## src/common/sbs_pkg.sv

```systemverilog
// basic-setting constants, register map and carrier types for the servo block
// assumes a single 200 MHz clock and a word-aligned Avalon-MM register bus
package sbs_pkg;
    localparam int          CLK_MHZ       = 200;
    localparam int          ADDR_W        = 8;
    localparam int          REG_W         = 16;
    // encoder counts per motor revolution
    localparam logic [19:0] ENC_RES       = 20'h40000;
    // register byte addresses
    localparam logic [7:0]  OFS_GAIN_MODE = 8'h00;
    localparam logic [7:0]  OFS_RESP      = 8'h04;
    localparam logic [7:0]  OFS_INP_WIN   = 8'h08;
    localparam logic [7:0]  OFS_DIR       = 8'h0C;
    localparam logic [7:0]  OFS_ENC_OUT   = 8'h10;
    localparam logic [7:0]  OFS_PULSE_MD  = 8'h14;
    localparam logic [7:0]  OFS_CTRL      = 8'h18;
    localparam logic [7:0]  OFS_STATUS    = 8'h1C;
    // reset values
    localparam logic [15:0] RST_GAIN_MODE = 16'h0001;
    localparam logic [15:0] RST_RESP      = 16'h000C;
    localparam logic [15:0] RST_INP_WIN   = 16'h0064;
    localparam logic [15:0] RST_DIR       = 16'h0000;
    localparam logic [15:0] RST_ENC_OUT   = 16'h0FA0;
    localparam logic [15:0] RST_PULSE_MD  = 16'h0000;
    // field positions
    localparam int          CTRL_SPEED_B  = 0;
    localparam int          CTRL_CRST_B   = 1;
    localparam int          ST_INPOS_B    = 0;
    localparam int          ST_DIR_B      = 1;
    localparam int          ST_PMODE_B    = 2;
    localparam int          ST_ENR_LSB    = 16;

    typedef enum logic [1:0] {
        SBS_GM_INTERP = 2'b00,
        SBS_GM_TUNE1  = 2'b01,
        SBS_GM_TUNE2  = 2'b10,
        SBS_GM_MANUAL = 2'b11
    } sbs_gain_mode_t;

    // which gain settings the tuning engine may overwrite
    typedef struct packed {
        logic inertia;
        logic model;
        logic position;
        logic speed;
        logic integral;
    } sbs_gain_upd_t;

    // settings that only take effect at restart
    typedef struct packed {
        logic        dir;
        logic        pmode;
        logic [15:0] encoder_output_pulse_setting;
    } sbs_restart_t;
endpackage : sbs_pkg

```

## src/verilog/sbs_basic_setting.sv

```systemverilog
// basic-setting logic: gain mode, response level, in-position, direction, A/B output
// assumes synchronous inputs on clk; encoder steps arrive at most one per clock
//
// The register offsets and the Avalon-MM register port were chosen for this implementation.
`timescale 1ns/1ps
`default_nettype none
module sbs_basic_setting (
    // clock and reset
    input  wire logic                   clk,
    input  wire logic                   arst_n,
    // avalon-mm slave
    input  wire logic [7:0]             avs_address,
    input  wire logic                   avs_read,
    input  wire logic                   avs_write,
    input  wire logic [31:0]            avs_writedata,
    input  wire logic [3:0]             avs_byteenable,
    output logic      [31:0]            avs_readdata,
    output logic                        avs_waitrequest,
    // position loop
    input  wire logic signed [31:0]     pos_err,
    input  wire logic                   addr_inc,
    input  wire logic                   addr_dec,
    output logic                        motor_ccw_step,
    output logic                        motor_cw_step,
    output logic                        in_position_flag,
    // encoder feedback
    input  wire logic                   enc_step,
    input  wire logic                   enc_ccw,
    output logic                        enc_a,
    output logic                        enc_b,
    // tuning engine
    output sbs_pkg::sbs_gain_mode_t     gain_mode,
    output sbs_pkg::sbs_gain_upd_t      gain_upd,
    output logic      [15:0]            tuning_response_level,
    output sbs_pkg::sbs_restart_t       restart_active
);
    import sbs_pkg::*;

    function automatic logic [15:0] be_merge(input logic [15:0] old,
                                             input logic [31:0] wd,
                                             input logic [3:0]  be);
        logic [15:0] r;
        r = old;
        if (be[0]) r[7:0]  = wd[7:0];
        if (be[1]) r[15:8] = wd[15:8];
        return r;
    endfunction : be_merge

    function automatic sbs_gain_upd_t upd_decode(input sbs_gain_mode_t m);
        sbs_gain_upd_t u;
        u = '0;
        case (m)
            SBS_GM_INTERP: u = '{1'b1, 1'b0, 1'b1, 1'b1, 1'b1};
            SBS_GM_TUNE1:  u = '{1'b1, 1'b1, 1'b1, 1'b1, 1'b1};
            SBS_GM_TUNE2:  u = '{1'b0, 1'b1, 1'b1, 1'b1, 1'b1};
            default:       u = '0;
        endcase
        return u;
    endfunction : upd_decode

    // register storage
    logic [15:0]   gain_mode_r;
    logic [15:0]   resp_r;
    logic [15:0]   inp_win_r;
    logic [15:0]   dir_r;
    logic [15:0]   enr_r;
    logic [15:0]   pmode_r;
    logic          speed_mode_r;
    sbs_restart_t  act_r;
    logic          crst_r;
    logic          wait_r;
    logic [31:0]   rdata_r;

    // bus decode
    wire           req       = avs_read | avs_write;
    wire           done      = req & ~wait_r;
    wire           wr_do     = avs_write & done;
    wire           sel_gm    = (avs_address == OFS_GAIN_MODE);
    wire           sel_rsp   = (avs_address == OFS_RESP);
    wire           sel_inp   = (avs_address == OFS_INP_WIN);
    wire           sel_dir   = (avs_address == OFS_DIR);
    wire           sel_enr   = (avs_address == OFS_ENC_OUT);
    wire           sel_pm    = (avs_address == OFS_PULSE_MD);
    wire           sel_ctrl  = (avs_address == OFS_CTRL);
    wire           sel_st    = (avs_address == OFS_STATUS);
    wire           crst_hit  = wr_do & sel_ctrl & avs_byteenable[0] & avs_writedata[CTRL_CRST_B];
    logic [31:0]   rd_mux;

    wire [31:0] status_w = ({16'h0000, 16'h0000} | (32'(in_position_flag) << ST_INPOS_B)
                           | (32'(act_r.dir) << ST_DIR_B) | (32'(act_r.pmode) << ST_PMODE_B)
                           | (32'(act_r.encoder_output_pulse_setting) << ST_ENR_LSB));

    always_comb begin
        if (sel_gm)
            rd_mux = {16'h0000, gain_mode_r};
        else if (sel_rsp)
            rd_mux = {16'h0000, resp_r};
        else if (sel_inp)
            rd_mux = {16'h0000, inp_win_r};
        else if (sel_dir)
            rd_mux = {16'h0000, dir_r};
        else if (sel_enr)
            rd_mux = {16'h0000, enr_r};
        else if (sel_pm)
            rd_mux = {16'h0000, pmode_r};
        else if (sel_ctrl)
            rd_mux = 32'(speed_mode_r) << CTRL_SPEED_B;
        else if (sel_st)
            rd_mux = status_w;
        else
            rd_mux = 32'h0000_0000;
    end

    // one wait cycle, then the request completes on the next edge
    always_ff @(posedge clk or negedge arst_n) begin
        if (!arst_n) begin
            wait_r  <= 1'b1;
            rdata_r <= 32'h0000_0000;
        end else begin
            wait_r  <= ~(req & wait_r);
            if (avs_read & wait_r)
                rdata_r <= rd_mux;
        end
    end

    always_ff @(posedge clk or negedge arst_n) begin
        if (!arst_n) begin
            gain_mode_r  <= RST_GAIN_MODE;
            resp_r       <= RST_RESP;
            inp_win_r    <= RST_INP_WIN;
            dir_r        <= RST_DIR;
            enr_r        <= RST_ENC_OUT;
            pmode_r      <= RST_PULSE_MD;
            speed_mode_r <= 1'b0;
        end else if (wr_do) begin
            if (sel_gm)
                gain_mode_r <= be_merge(gain_mode_r, avs_writedata, avs_byteenable);
            if (sel_rsp)
                resp_r <= be_merge(resp_r, avs_writedata, avs_byteenable);
            if (sel_inp)
                inp_win_r <= be_merge(inp_win_r, avs_writedata, avs_byteenable);
            if (sel_dir)
                dir_r <= be_merge(dir_r, avs_writedata, avs_byteenable);
            if (sel_enr)
                enr_r <= be_merge(enr_r, avs_writedata, avs_byteenable);
            if (sel_pm)
                pmode_r <= be_merge(pmode_r, avs_writedata, avs_byteenable);
            if (sel_ctrl && avs_byteenable[0])
                speed_mode_r <= avs_writedata[CTRL_SPEED_B];
        end
    end

    // restart-effective copies; writes to the shadow stay dormant until a controller reset
    always_ff @(posedge clk or negedge arst_n) begin
        if (!arst_n) begin
            act_r  <= '{RST_DIR[0], RST_PULSE_MD[0], RST_ENC_OUT};
            crst_r <= 1'b0;
        end else begin
            crst_r <= crst_hit;
            if (crst_r)
                act_r <= '{dir_r[0], pmode_r[0], enr_r};
        end
    end

    // gain mode and update mask
    wire sbs_gain_mode_t gm_w = sbs_gain_mode_t'(gain_mode_r[1:0]);
    always_ff @(posedge clk or negedge arst_n) begin
        if (!arst_n) begin
            gain_mode             <= SBS_GM_TUNE1;
            gain_upd              <= upd_decode(SBS_GM_TUNE1);
            tuning_response_level <= RST_RESP;
        end else begin
            gain_mode             <= gm_w;
            gain_upd              <= upd_decode(gm_w);
            // range is the controller's duty, the value passes unchanged
            tuning_response_level <= resp_r;
        end
    end

    // in-position compare against window
    wire [31:0] err_abs = pos_err[31] ? 32'(-pos_err) : 32'(pos_err);
    wire        in_win  = (err_abs <= {16'h0000, inp_win_r});
    always_ff @(posedge clk or negedge arst_n) begin
        if (!arst_n)
            in_position_flag <= 1'b0;
        else
            in_position_flag <= in_win & ~speed_mode_r;
    end

    // address direction to motor rotation
    wire step_ccw = act_r.dir ? addr_dec : addr_inc;
    wire step_cw  = act_r.dir ? addr_inc : addr_dec;
    always_ff @(posedge clk or negedge arst_n) begin
        if (!arst_n) begin
            motor_ccw_step <= 1'b0;
            motor_cw_step  <= 1'b0;
        end else begin
            motor_ccw_step <= step_ccw & ~step_cw;
            motor_cw_step  <= step_cw & ~step_ccw;
        end
    end

    // encoder output: fractional accumulator emits one quadrature edge per overflow (CCW counts) or underflow (CW counts)
    logic [19:0] acc_r;
    logic [1:0]  quad_r;
    // mode 0 scales counts by setting/resolution, mode 1 divides counts by setting
    wire  [19:0] enc_add  = act_r.pmode ? 20'h00001 : {4'h0, act_r.encoder_output_pulse_setting};
    wire  [19:0] enc_mod  = act_r.pmode ? {4'h0, act_r.encoder_output_pulse_setting} : ENC_RES;
    wire  [20:0] sum_up   = {1'b0, acc_r} + {1'b0, enc_add};
    wire         ovf_up   = (sum_up >= {1'b0, enc_mod});
    wire         unf_dn   = (acc_r < enc_add);
    wire  [19:0] acc_up   = ovf_up ? 20'(sum_up - {1'b0, enc_mod}) : sum_up[19:0];
    wire  [19:0] acc_dn   = unf_dn ? 20'(acc_r + enc_mod - enc_add) : 20'(acc_r - enc_add);
    wire         edge_up  = enc_step & enc_ccw & ovf_up;
    wire         edge_dn  = enc_step & ~enc_ccw & unf_dn;

    always_ff @(posedge clk or negedge arst_n) begin
        if (!arst_n) begin
            acc_r  <= 20'h00000;
            quad_r <= 2'b00;
        end else if (crst_r) begin
            acc_r  <= 20'h00000;
        end else if (enc_step) begin
            acc_r  <= enc_ccw ? acc_up : acc_dn;
            // four edges make one A/B cycle, so A runs at a quarter of the edge count
            if (edge_up)
                quad_r <= quad_r + 2'b01;
            else if (edge_dn)
                quad_r <= quad_r - 2'b01;
        end
    end

    // gray output: B leads A turning CCW, A leads B turning CW
    always_ff @(posedge clk or negedge arst_n) begin
        if (!arst_n) begin
            enc_a <= 1'b0;
            enc_b <= 1'b0;
        end else begin
            enc_a <= quad_r[1];
            enc_b <= quad_r[1] ^ quad_r[0];
        end
    end

    assign avs_readdata    = rdata_r;
    assign avs_waitrequest = wait_r;
    assign restart_active  = act_r;
endmodule : sbs_basic_setting
`default_nettype wire

```

## config.mk

```make
export PLATFORM = sky130hd
export DESIGN_NAME = sbs_basic_setting
export DESIGN_NICKNAME = d
export VERILOG_FILES = /design/src/common/sbs_pkg.sv /design/src/verilog/sbs_basic_setting.sv
export SDC_FILE = /design/constraint.sdc
export NUM_CORES = 1
export LEC_CHECK = 0
export BUFFER_PORTS_ARGS = -buffer_cell sky130_fd_sc_hd__buf_4
export CAP_MARGIN = 20
export CELL_PAD_IN_SITES_DETAIL_PLACEMENT = 1
export CELL_PAD_IN_SITES_GLOBAL_PLACEMENT = 1
export CORE_UTILIZATION = 45
export DETAILED_ROUTE_END_ITERATION = 6
export MAX_ROUTING_LAYER = met4
export PLACE_DENSITY = 0.76
export SYNTH_ARGS = -nofsm -noshare
export SYNTH_HDL_FRONTEND = slang
export SYNTH_SLANG_ARGS = --single-unit
export TNS_END_PERCENT = 100
```

## constraint.sdc

```tcl
create_clock -name clk -period 6.75 [get_ports clk]
set_clock_uncertainty 0.2 [all_clocks]
set_input_delay 0 -clock clk [delete_from_list [all_inputs] [get_ports clk]]
set_output_delay 0 -clock clk [all_outputs]
set_load 0.03 [all_outputs]
```

---- After elaboration in Yosys (flattened, before gate mapping) ----
Index checks and enable logic that the tools add are counted.
operators by class
  multiply operators ...................... 0
  reductions and logical operators ........ 19
  order comparisons ....................... 3
  divide/modulo/power cells ............... 0
  shifts and indexed selects .............. 0
  bitwise logic cells ..................... 26
  equality and inequality tests ........... 9
  $add $sub $neg .......................... 8
  multiplexer cells ....................... 21
operators with widths
  operator                                                         count
  32-bit two-way mux                                               9
  20-bit two-way mux                                               5
  20-bit by 16-bit subtractor with 20-bit output                   2
  3-bit AND reduction                                              13
  8-bit by 5-bit == test with 1-bit output, second input constant  4
  32-bit by 16-bit less-or-equal comparator with 1-bit output      1
  32-bit negator                                                   1
  3-bit by 32-bit bitwise OR with 32-bit output                    1
  20-bit by 16-bit adder with 21-bit output                        1
  21-bit by 19-bit greater-or-equal comparator with 1-bit output   1
  20-bit by 19-bit adder with 20-bit output                        1
  20-bit by 16-bit < comparator with 1-bit output                  1
  20-bit by 19-bit subtractor with 20-bit output                   1
  19-bit two-way mux                                               1
  8-bit by 4-bit == test with 1-bit output, second input constant  2
  16-bit two-way mux                                               1
  5-bit case mux with 3 select lines                               1
  1-bit AND                                                        14
  8-bit by 3-bit == test with 1-bit output, second input constant  1
  8-bit logical NOT                                                1
  1-bit inverter                                                   7
  2-bit two-way mux                                                2
  2-bit nonzero test                                               2
  2-bit by 3-bit bitwise OR with 3-bit output                      1
  11 further kinds                                                 12
storage, ports and cells
  output and inout port bits .............. 79
  logic and storage cells ................. 119
  memories kept ........................... 0
  input port bits ......................... 84
  memory bits (writable) .................. 0
  ROM bits ................................ 0
  register bits ........................... 199
  bits in latches ......................... 0

---- Depth between registers and ports, before layout ----
Gate-level depths: netlist of run 1.
  depth after elaboration ................. 11
  depth in mapped cells ................... 26
  mapped depth without buffers ............ 23

---- Worst setup path before layout of run 1 ----
Ideal clock, no wire load.
  path kind ............................... reg-to-reg
  from .................................... register act_r, in the netlist restart_active[16]
  to ...................................... register acc_r[15]
  setup slack ............................. 1.155 ns
  arrival ................................. 5.269 ns
  buffers on the path ..................... 2
  cell stages (with the launch flop) ...... 25
  clock period less this slack ............ 5.595 ns
  cells stage by stage .................... dfrtp_1 > clkbuf_1 > clkinv_1 > clkbuf_1 > ha_1 > inv_1 > ha_1 > inv_1 > fa_1 > nor2_1 > o311a_1 > o211ai_1 > nand2_1 > a21oi_1 > o21bai_1 > a2111oi_0 > nor3_1 > ha_1 > nand2_1 > or3_1 > nor4_1 > a31oi_1 > o31ai_2 > mux2_1 > a221o_1
on the way
  cells in the longest elaborated chain, start to end .. 7
RTL lines
  what                                                                                                    RTL line                                            RTL
  start, declared                                                                                         sbs_basic_setting.sv:69                             sbs_restart_t act_r;
  start signal, assigned                                                                                  sbs_basic_setting.sv:156                            act_r <= '{RST_DIR[0], RST_PULSE_MD[0], RST_ENC_OUT};
  start signal, assigned                                                                                  sbs_basic_setting.sv:161                            act_r <= '{dir_r[0], pmode_r[0], enr_r};
  19-bit two-way mux or 16-bit two-way mux (tied branches)                                                sbs_basic_setting.sv:208, sbs_basic_setting.sv:207
  20-bit by 19-bit adder with 20-bit output or 20-bit by 16-bit adder with 21-bit output (tied branches)  sbs_basic_setting.sv:213, sbs_basic_setting.sv:209
  20-bit by 16-bit subtractor with 20-bit output, or another cell as far along                            sbs_basic_setting.sv:213                            wire [19:0] acc_dn = unf_dn ? 20'(acc_r + enc_mod - enc_add) : 20'(acc_r - enc_add);
  20-bit two-way mux, on equally long branches                                                            sbs_basic_setting.sv:213, sbs_basic_setting.sv:212
  20-bit two-way mux (*)                                                                                  sbs_basic_setting.sv:224                            acc_r <= enc_ccw ? acc_up : acc_dn;
  20-bit two-way mux (*)                                                                                  sbs_basic_setting.sv:223                            end else if (enc_step) begin
  20-bit two-way mux (*)                                                                                  sbs_basic_setting.sv:221                            end else if (crst_r) begin
  end signal, assigned                                                                                    sbs_basic_setting.sv:224
  end, declared                                                                                           sbs_basic_setting.sv:204                            logic [19:0] acc_r;
Mark *: on every way between the ends. The rest lies on a longest branch, timed or not. The select of a mux whose other input is x is not followed.
A chain may end at the register's enable or synchronous reset.

---- Worst setup path in the final report of run 1 ----
  from .................................... register act_r, in the netlist restart_active[16]
  to ...................................... register quad_r[0]
on the way
  cells in the longest elaborated chain, start to end .. 6
RTL lines
  what                                                            RTL line                  RTL
  16-bit two-way mux                                              sbs_basic_setting.sv:207  wire [19:0] enc_add = act_r.pmode ? 20'h00001 : {4'h0, act_r.encoder_output_pulse_setting};
  20-bit by 16-bit adder with 21-bit output                       sbs_basic_setting.sv:209  wire [20:0] sum_up = {1'b0, acc_r} + {1'b0, enc_add};
  21-bit by 19-bit greater-or-equal comparator with 1-bit output  sbs_basic_setting.sv:210  wire ovf_up = (sum_up >= {1'b0, enc_mod});
  1-bit AND                                                       sbs_basic_setting.sv:214  wire edge_up = enc_step & enc_ccw & ovf_up;
  2-bit nonzero test (no line)                                    -
  3-bit AND reduction (no line)                                   -
  end signal, assigned                                            sbs_basic_setting.sv:227  quad_r <= quad_r + 2'b01;
  end signal, assigned                                            sbs_basic_setting.sv:229  quad_r <= quad_r - 2'b01;
  end, declared                                                   sbs_basic_setting.sv:205  logic [1:0] quad_r;
Several ways; a longest one is shown, not always the timed one.

==> parameters.txt, run 1 <==
Parameter                              Value

Worst setup path
  Flop2flop setup slack    0.43 ns
  Cell at the slowest stage of the critical path    sky130_fd_sc_hd__dlygate4sd3_1
  Most Frequent Cell on Critical Path    sky130_fd_sc_hd__nand2_1
  Family with the most delay on the worst path    simple AND/OR/NAND/NOR gates
  Critical Setup Path Class    register to register
  Worst setup EP type    register
  Required time reported for the critical path endpoint    6.96 ns
  Maximum fanout encountered on the critical timing path    14
  Crit path cell chain    clkinvlp_4, nand2_1, ha_1, nor2b_1, or4_1, o211ai_1, nand2_1, a21oi_1, o21bai_1, a2111oi_1, nor3_1, ha_1, nand2_1, or3_1, nor4_1, a31oi_1, o31ai_4, buf_4, nand2_1, o311ai_1, dlygate4sd3_1
  Slowest cell delay on critical path    0.58 ns
  CP startpoint kind    register
  Worst EP arrival    6.53 ns
  Buffers & Inverters on Critical Path    3

Detailed routing
  First drt pass iteration count    5
  Number of violations reported at the end of detailed-routing iteration 0    709
  DR vias/cell    5.880
  Number of DRC violations after detailed routing    0
  WL final    42.18 mm
  Count of antenna-violating nets left after detailed routing    0
  Routed length per placed instance    21.57 um
  Total vias in the final route    11,501

Clock tree
  Number of buffers between clock root and the deepest sink    2
  Clock root buffer    sky130_fd_sc_hd__clkbuf_16
  # clock sinks    197
  CTS tree    done
  Post-CTS Repair Setup Buffers    0
  CTS H-tree lvls    4
  Clock Latency Late Sink    0.46 ns
  Clock slew seen by the registers of the worst setup and hold paths    0.09 ns
  Number of buffers inserted during clock tree synthesis    17

Synth
  Primary FF master, synth    sky130_fd_sc_hd__dfrtp_1
  Synth Register Bits    197
  Number of nets produced by synthesis    1,581
  Cell area after synthesis    13,400 sq um
  Number of synthesized flops with an enable pin    0
  Yosys warnings    0
  Number of instances in the synthesized netlist    1,400
  Avg Cell Area, Syn    9.571 sq um
  Share of synthesized area occupied by flip-flops and latches    37.02%
  Cell variety after synth    83
  Synth async-reset ratio    100.0%

Power
  Internal Power    2.980 mW
  Tot Pwr    5.261 mW
  Net switching component of the power    2.281 mW
  Proportion of total power due to net switching    43.36%
  Combinational share of power    53.4%
  Leakage    7.448 nW
  Part of the power in the clock network    20.5%
  Largest voltage drop on the vdd net    252.2 uV
  Pwr per Cell Area    332.4 nW/um^2
  Sequential share of power    26.1%

Timing
  Number of hold-slack violations in the final timing report    0
  Time the worst path needs with I/O delays and setup    6.319 ns
  Final setup viols    0
  Total negative slack    0 ns
  Highest clock frequency the design can meet    0.1583 GHz
  Setup WS post-layout    0.4312 ns
  Hold slack final    0.01952 ns
  Final max-slew violation count    0
  Transition time at the pin with the least slew margin    1.081 ns
  Final critical-path share of the clock period    93.61%
  Unrepaired setup endpoints after global routing    false
  Headroom to the max-slew limit    27.84%

Outcome
  Result of the run    completed

Final layout
  Number of diodes    0
  Final #Nets    1,740
  Layout area overhead    18.12%
  Filler-free cell count of the finished design    1,956
  Filler instances    3,336
  Share of final-layout standard cells stronger than drive strength 1    22.65%

Floorplanning
  Starting Density    46.18%
  Count of pins on the block boundary    163
  Placement Rows    62
  Horizontal extent of the die    174.6 um
  Area of the core    29,010 sq um
  Full die area    30,470 sq um
  Height of the die    174.6 um

Global routing
  Largest net degree at the start of global routing    73
  Global-route wire length before repair    67.27 mm
  Aggregate global-route resource usage    29.23%
  Number of global-route vias before repair    12,155
  Total congestion overflow    0
  Initial antenna violation count    0

Place
  Number of buffers inserted by port buffering    144
  Worst slack, placed    0.9059 ns
  Post-detailed-placement half-perimeter wirelength    30.47 mm
  Routability Congestion    0.8807
  Post-placement cell count    1,887

Run
  Max cap viols    0

Min path
  Worst min-delay path class    input port to asynchronous set/reset pin
[synth_stat cells (16+ instances only)]
cell	count	area, sq um
sky130_fd_sc_hd__mux2i_1	48	480.5
sky130_fd_sc_hd__inv_1	90	337.8
sky130_fd_sc_hd__a22o_1	16	140.1
sky130_fd_sc_hd__nor2_1	87	326.6
sky130_fd_sc_hd__dfstp_2	25	656.9
sky130_fd_sc_hd__xnor2_1	77	674.4
sky130_fd_sc_hd__nor2b_1	19	118.9
sky130_fd_sc_hd__nand2_1	116	435.4
sky130_fd_sc_hd__clkbuf_1	35	131.4
sky130_fd_sc_hd__nand2b_1	16	100.1
sky130_fd_sc_hd__ha_1	93	1164
sky130_fd_sc_hd__a21o_1	19	142.6
sky130_fd_sc_hd__nand3_1	19	95.09
sky130_fd_sc_hd__dfrtp_1	172	4304
sky130_fd_sc_hd__o22ai_1	19	118.9
sky130_fd_sc_hd__o21ai_0	109	545.5
sky130_fd_sc_hd__nor3_1	26	130.1
sky130_fd_sc_hd__xor2_1	18	157.7
sky130_fd_sc_hd__mux2_2	110	1239
sky130_fd_sc_hd__a21oi_1	66	330.3
[sequential cells by signal, indices dropped and copies added, names as in the netlist, 2 cells and up]
name                   cells
gain_upd                   3
pmode_r                   16
restart_active            18
quad_r                     2
inp_win_r                 16
tuning_response_level     16
gain_mode_r               16
avs_readdata              32
acc_r                     20
dir_r                     16
resp_r                    16
gain_mode                  2
enr_r                     16
[worst register-to-register path: stages (launching register included)]
cell                            delay, ns
sky130_fd_sc_hd__dfrtp_1             0.41
sky130_fd_sc_hd__clkinvlp_4          0.20
sky130_fd_sc_hd__nand2_1             0.12
sky130_fd_sc_hd__ha_1                0.47
sky130_fd_sc_hd__nor2b_1             0.12
sky130_fd_sc_hd__or4_1               0.44
sky130_fd_sc_hd__o211ai_1            0.29
sky130_fd_sc_hd__nand2_1             0.15
sky130_fd_sc_hd__a21oi_1             0.18
sky130_fd_sc_hd__o21bai_1            0.13
sky130_fd_sc_hd__a2111oi_1           0.45
sky130_fd_sc_hd__nor3_1              0.16
sky130_fd_sc_hd__ha_1                0.40
sky130_fd_sc_hd__nand2_1             0.09
sky130_fd_sc_hd__or3_1               0.38
sky130_fd_sc_hd__nor4_1              0.38
sky130_fd_sc_hd__a31oi_1             0.22
sky130_fd_sc_hd__o31ai_4             0.25
sky130_fd_sc_hd__buf_4               0.35
sky130_fd_sc_hd__nand2_1             0.08
sky130_fd_sc_hd__o311ai_1            0.21
sky130_fd_sc_hd__dlygate4sd3_1       0.58
[final cells by class]
| class | instances | area [sq um] | share of cell area [%] |
|---|---|---|---|
| Multi-Input combinational cell | 1055 | 7858 | 49.65 |
| Sequential cell | 197 | 4961 | 31.35 |
| Timing Repair Buffer | 197 | 1595 | 10.08 |
| Tap cell | 384 | 480.5 | 3.036 |
| Clock buffer | 17 | 425.4 | 2.688 |
| Inverter | 91 | 345.3 | 2.182 |
| Clock inverter | 15 | 161.4 | 1.020 |
[logic make-up after synthesis]
logic type / synth area share [%]
muxes: 12.91
DFF: 37.02
and+or+nand+nor: 12.48
adders and majority gates: 9.282
xor gates and xnor gates: 6.210
AOI/OAI and AO/OA: 17.61
buffers and inverters: 4.473
[per-layer routing]
metal / global-route usage (%) / part of all wire [%]
met1: 35.70 / 43
met2: 49.40 / 51
met3: 3.653 / 3.4
met4: 10.80 / 2.8
met5: - / 0
[power groups by stage]
| stage | combinational (mW) | sequential (mW) | clock [mW] |
|---|---|---|---|
| 4_1_cts | 2.79 | 1.37 | 1.10 |
| 3_5_place_dp | 2.74 | 1.39 | 0 |
| 2_1_floorplan | 2.08 | 1.36 | 0 |
| 3_3_place_gp | 2.65 | 1.39 | 0 |
| 5_1_grt | 3.09 | 1.38 | 1.13 |
| 6_report | 2.81 | 1.37 | 1.08 |
[stage by stage]
| stage | util, % | instance area (sq um) |
|---|---|---|
| 6_report | 54.55 | 15830 |
| 5_1_grt | 54.55 | 15830 |
| 4_1_cts | 54.53 | 15820 |
| 3_5_place_dp | 51.17 | 14850 |
| 3_3_place_gp | 51.17 | 14850 |
| 2_1_floorplan | - | 13400 |
[path summary, 6_finish.rpt]
path,start,endpoint,depth (start not counted)
max,restart_active[16]$_DFFE_PN0P_,quad_r[0]$_DFFE_PN0P_,21
min,arst_n,restart_active[5]$_DFFE_PN1P_,2
max reg2reg,restart_active[16]$_DFFE_PN0P_,quad_r[0]$_DFFE_PN0P_,21
min reg2reg,resp_r[3]$_DFFE_PN1P_,tuning_response_level[3]$_DFF_PN1_,0
max in group asynchronous,arst_n,inp_win_r[10]$_DFFE_PN0P_,3
min in group clk,avs_address[0],avs_readdata[2]$_DFFE_PN0P_,6
[cell usage in the layout (no fill, tap or decap), drive strengths merged, types with 12 or more instances in the layout]
master         n
mux2i         48
a21oi         66
a221oi        14
xor2          18
dlygate4sd3   36
o21bai        12
nor2          88
nand3         19
a211oi        13
buf          160
inv           98
a22o          16
o21ai        110
nand2        116
xnor2         77
dfstp         25
o22ai         19
a21o          19
nor2b         19
clkbuf        18
or3           12
dfrtp        172
nor3          27
nand2b        17
ha            93
mux2         111
[what timing repair did]
| action | CTS | global route |
|---|---|---|
| resized for setup | 0 | 2 |
| endpoints found under the setup margin | 0 | 1 |
| endpoints found under the hold margin | 188 | 0 |
| hold buffers | 37 | 0 |
Note: power is estimated with default switching activity, not from simulation.
==> run 2, diff against run 1 <==
Clock period 6.75 ns to 6.2 ns, I/O delays scaled along.
==> parameters.txt, run 2 (synthesis results as in run 1) <==
Parameter                              Value

Outcome
  Result of the run    completed

Detailed routing
  Number of violations reported at the end of detailed-routing iteration 0    692 (-2.4%)
  WL final    42.32 mm (+0.33%)
  First drt pass iteration count    5 (unchanged)
  Count of antenna-violating nets left after detailed routing    0 (unchanged)
  Number of DRC violations after detailed routing    0 (unchanged)
  Routed length per placed instance    21.58 um (about the same)
  Total vias in the final route    11,449 (-0.45%)
  DR vias/cell    5.838 (-0.71%)

Clock tree
  CTS tree    done
  Clock Latency Late Sink    0.47 ns (about the same)
  # clock sinks    197 (unchanged)
  Post-CTS Resized    0 (unchanged)
  Post-CTS Repair Setup Buffers    0 (unchanged)
  Clock root buffer    sky130_fd_sc_hd__clkbuf_16
  CTS H-tree lvls    4 (unchanged)
  Hold Buf Count CTS    36 (-2.7%)
  Clock slew seen by the registers of the worst setup and hold paths    0.09 ns (about the same)
  Number of buffers between clock root and the deepest sink    2 (unchanged)
  Number of buffers inserted during clock tree synthesis    17 (unchanged)

Global routing
  Largest net degree at the start of global routing    122 (+67%)
  Initial antenna violation count    0 (unchanged)
  Total congestion overflow    0 (unchanged)
  Global-route wire length before repair    68.19 mm (+1.4%)
  Aggregate global-route resource usage    29.50% (+0.28 points)
  Number of global-route vias before repair    12,251 (+0.79%)

Timing
  Final setup viols    0 (unchanged)
  Unrepaired setup endpoints after global routing    false
  Final max-slew violation count    0 (unchanged)
  Transition time at the pin with the least slew margin    1.050 ns (-0.03135 ns)
  Headroom to the max-slew limit    29.75% (+1.9 points)
  Highest clock frequency the design can meet    0.1682 GHz (+6.3%)
  Final critical-path share of the clock period    95.87% (+2.3 points)
  Number of hold-slack violations in the final timing report    0 (unchanged)
  Time the worst path needs with I/O delays and setup    5.944 ns (-0.3747 ns)
  Total negative slack    0 ns (unchanged)

Final layout
  Share of final-layout standard cells stronger than drive strength 1    22.83% (+0.18 points)
  Filler instances    3,286 (-1.5%)
  Commonest cells after routing, fill and taps aside    172 x sky130_fd_sc_hd__dfrtp_1, 165 x sky130_fd_sc_hd__buf_4, 116 x sky130_fd_sc_hd__nand2_1, 110 x sky130_fd_sc_hd__mux2_2, 109 x sky130_fd_sc_hd__o21ai_0
  Final #Nets    1,745 (+0.29%)
  Area of the multi-input gates    7856 sq um (about the same)
  Storage cell area    4961 sq um (unchanged)
  Layout area overhead    18.49%
  Filler-free cell count of the finished design    1,961 (+0.26%)
  Flip-flop count of the largest register, all copies and words added    32 (unchanged)
  Number of diodes    0 (unchanged)
  Most common library cell in the layout ignoring fill and taps    sky130_fd_sc_hd__dfrtp_1

Place
  Post-placement cell count    1,893 (+0.32%)
  Routability Congestion    0.8959 (+1.7%)
  Number of buffers inserted by port buffering    144 (unchanged)
  Post-detailed-placement half-perimeter wirelength    30.81 mm (+1.1%)

Min path
  Worst min-delay path class    input port to register
  Hold EP    enr_r[8]$_DFFE_PN1P_
  Launch instance of the worst min-delay path    avs_byteenable[1]
  Worst hold stages    5

Floorplanning
  Placement Rows    62 (unchanged)
  Horizontal extent of the die    174.6 um (unchanged)
  Count of pins on the block boundary    163 (unchanged)
  Height of the die    174.6 um (unchanged)
  Area of the core    29,010 sq um (unchanged)
  Starting Density    46.18% (unchanged)
  Full die area    30,470 sq um (unchanged)

Power
  Leakage    7.478 nW (+0.39%)
  Largest voltage drop on the vdd net    231.4 uV (-8.3%)
  Pwr per Cell Area    364.3 nW/um^2 (+9.6%)
  Tot Pwr    5.784 mW (+9.9%)

Worst setup path
  Worst EP arrival    6.10 ns (-0.43 ns)
  Critical Setup Path Class    register to register
  CP startpoint kind    register
  Worst reg2reg path depth    21 (unchanged)
  Terminus of the critical flop-to-flop path    acc_r[0]$_DFFE_PN0P_
  Maximum fanout encountered on the critical timing path    12 (-2)
  Worst setup EP type    register
  Launch point of the worst reg-to-reg path    restart_active[16]$_DFFE_PN0P_
  Flop2flop setup slack    0.26 ns (-0.18 ns)
  Required time reported for the critical path endpoint    6.35 ns (-0.61 ns)

Run
  Max cap viols    0 (unchanged)
==> run 2: cell types whose count changed in the layout (fill, tap and decap cells not counted), sizes merged <==
| cell | change |
|---|---|
| clkinv | +2 |
| inv | -1 |
| buf | +5 |
| clkinvlp | -1 |
==> run 2: how the worst max path moves through the flow <==
stage                                               from                     to  slack (ns)  cells past startpoint
after CTS                 restart_active[16]$_DFFE_PN0P_   acc_r[0]$_DFFE_PN0P_        0.34                     21
after global placement    restart_active[16]$_DFFE_PN0P_   acc_r[0]$_DFFE_PN0P_        0.58                     21
after global routing      restart_active[16]$_DFFE_PN0P_   acc_r[0]$_DFFE_PN0P_       0.001                     20
final                     restart_active[16]$_DFFE_PN0P_   acc_r[0]$_DFFE_PN0P_        0.26                     21
after floorplan           restart_active[16]$_DFFE_PN0P_  acc_r[15]$_DFFE_PN0P_        0.60                     24
after detailed placement  restart_active[16]$_DFFE_PN0P_   acc_r[0]$_DFFE_PN0P_        0.40                     21
==> run 2: cell type report <==
type                            instances  area share (%)
Clock buffer                           17           2.679
Sequential cell                       197           31.25
Inverter                               91           2.151
Clock inverter                         15           1.253
Tap cell                              384           3.026
Timing Repair Buffer                  202           10.16
Multi-Input combinational cell       1055           49.48
==> run 2: critical path, stage by stage, from the launching register on <==
cell                        delay (ns)
sky130_fd_sc_hd__dfrtp_1          0.36
sky130_fd_sc_hd__clkinv_1         0.21
sky130_fd_sc_hd__buf_4            0.27
sky130_fd_sc_hd__nand2_1          0.10
sky130_fd_sc_hd__inv_1            0.05
sky130_fd_sc_hd__ha_1             0.23
sky130_fd_sc_hd__or4_1            0.54
sky130_fd_sc_hd__o211ai_1         0.26
sky130_fd_sc_hd__nand2_1          0.14
sky130_fd_sc_hd__a21oi_1          0.17
sky130_fd_sc_hd__o21bai_1         0.12
sky130_fd_sc_hd__a2111oi_0        0.51
sky130_fd_sc_hd__nor3_1           0.15
sky130_fd_sc_hd__ha_1             0.41
sky130_fd_sc_hd__nand2_1          0.09
sky130_fd_sc_hd__or3_1            0.38
sky130_fd_sc_hd__nor4_1           0.40
sky130_fd_sc_hd__a31oi_1          0.22
sky130_fd_sc_hd__o31ai_4          0.23
sky130_fd_sc_hd__buf_4            0.36
sky130_fd_sc_hd__mux2i_1          0.12
sky130_fd_sc_hd__a221o_1          0.29
==> run 2: where the power goes <==
| group | internal, mW | switching, mW |
|---|---|---|
| logic | 1.30 | 1.77 |
| clock network | 0.588 | 0.622 |
| registers | 1.37 | 0.128 |
| total | 3.26 | 2.52 |
==> run 2: routing by layer <==
metal	vias to the layer above	wire [um]	share of wire [%]	track usage (%)
li1	5347	-	-	-
met1	5829	18180	43	35.18
met2	216	22030	52	51.83
met3	57	1340	3.2	4.156
met4	0	780	1.8	8.080
met5	-	0	0	-
==> run 2: through the flow <==
step                setup WS [ns]  hold slack, ns  util, %  area (sq um)
floorplan                  0.6049         -0.4956        -         13400
global placement           0.5813        -0.03853    51.33         14890
detailed placement         0.3990        -0.03249    51.33         14890
CTS                        0.3422         0.04267    54.72         15880
global route             0.001066         0.07231    54.72         15880
finish                     0.2559         0.05466    54.72         15880
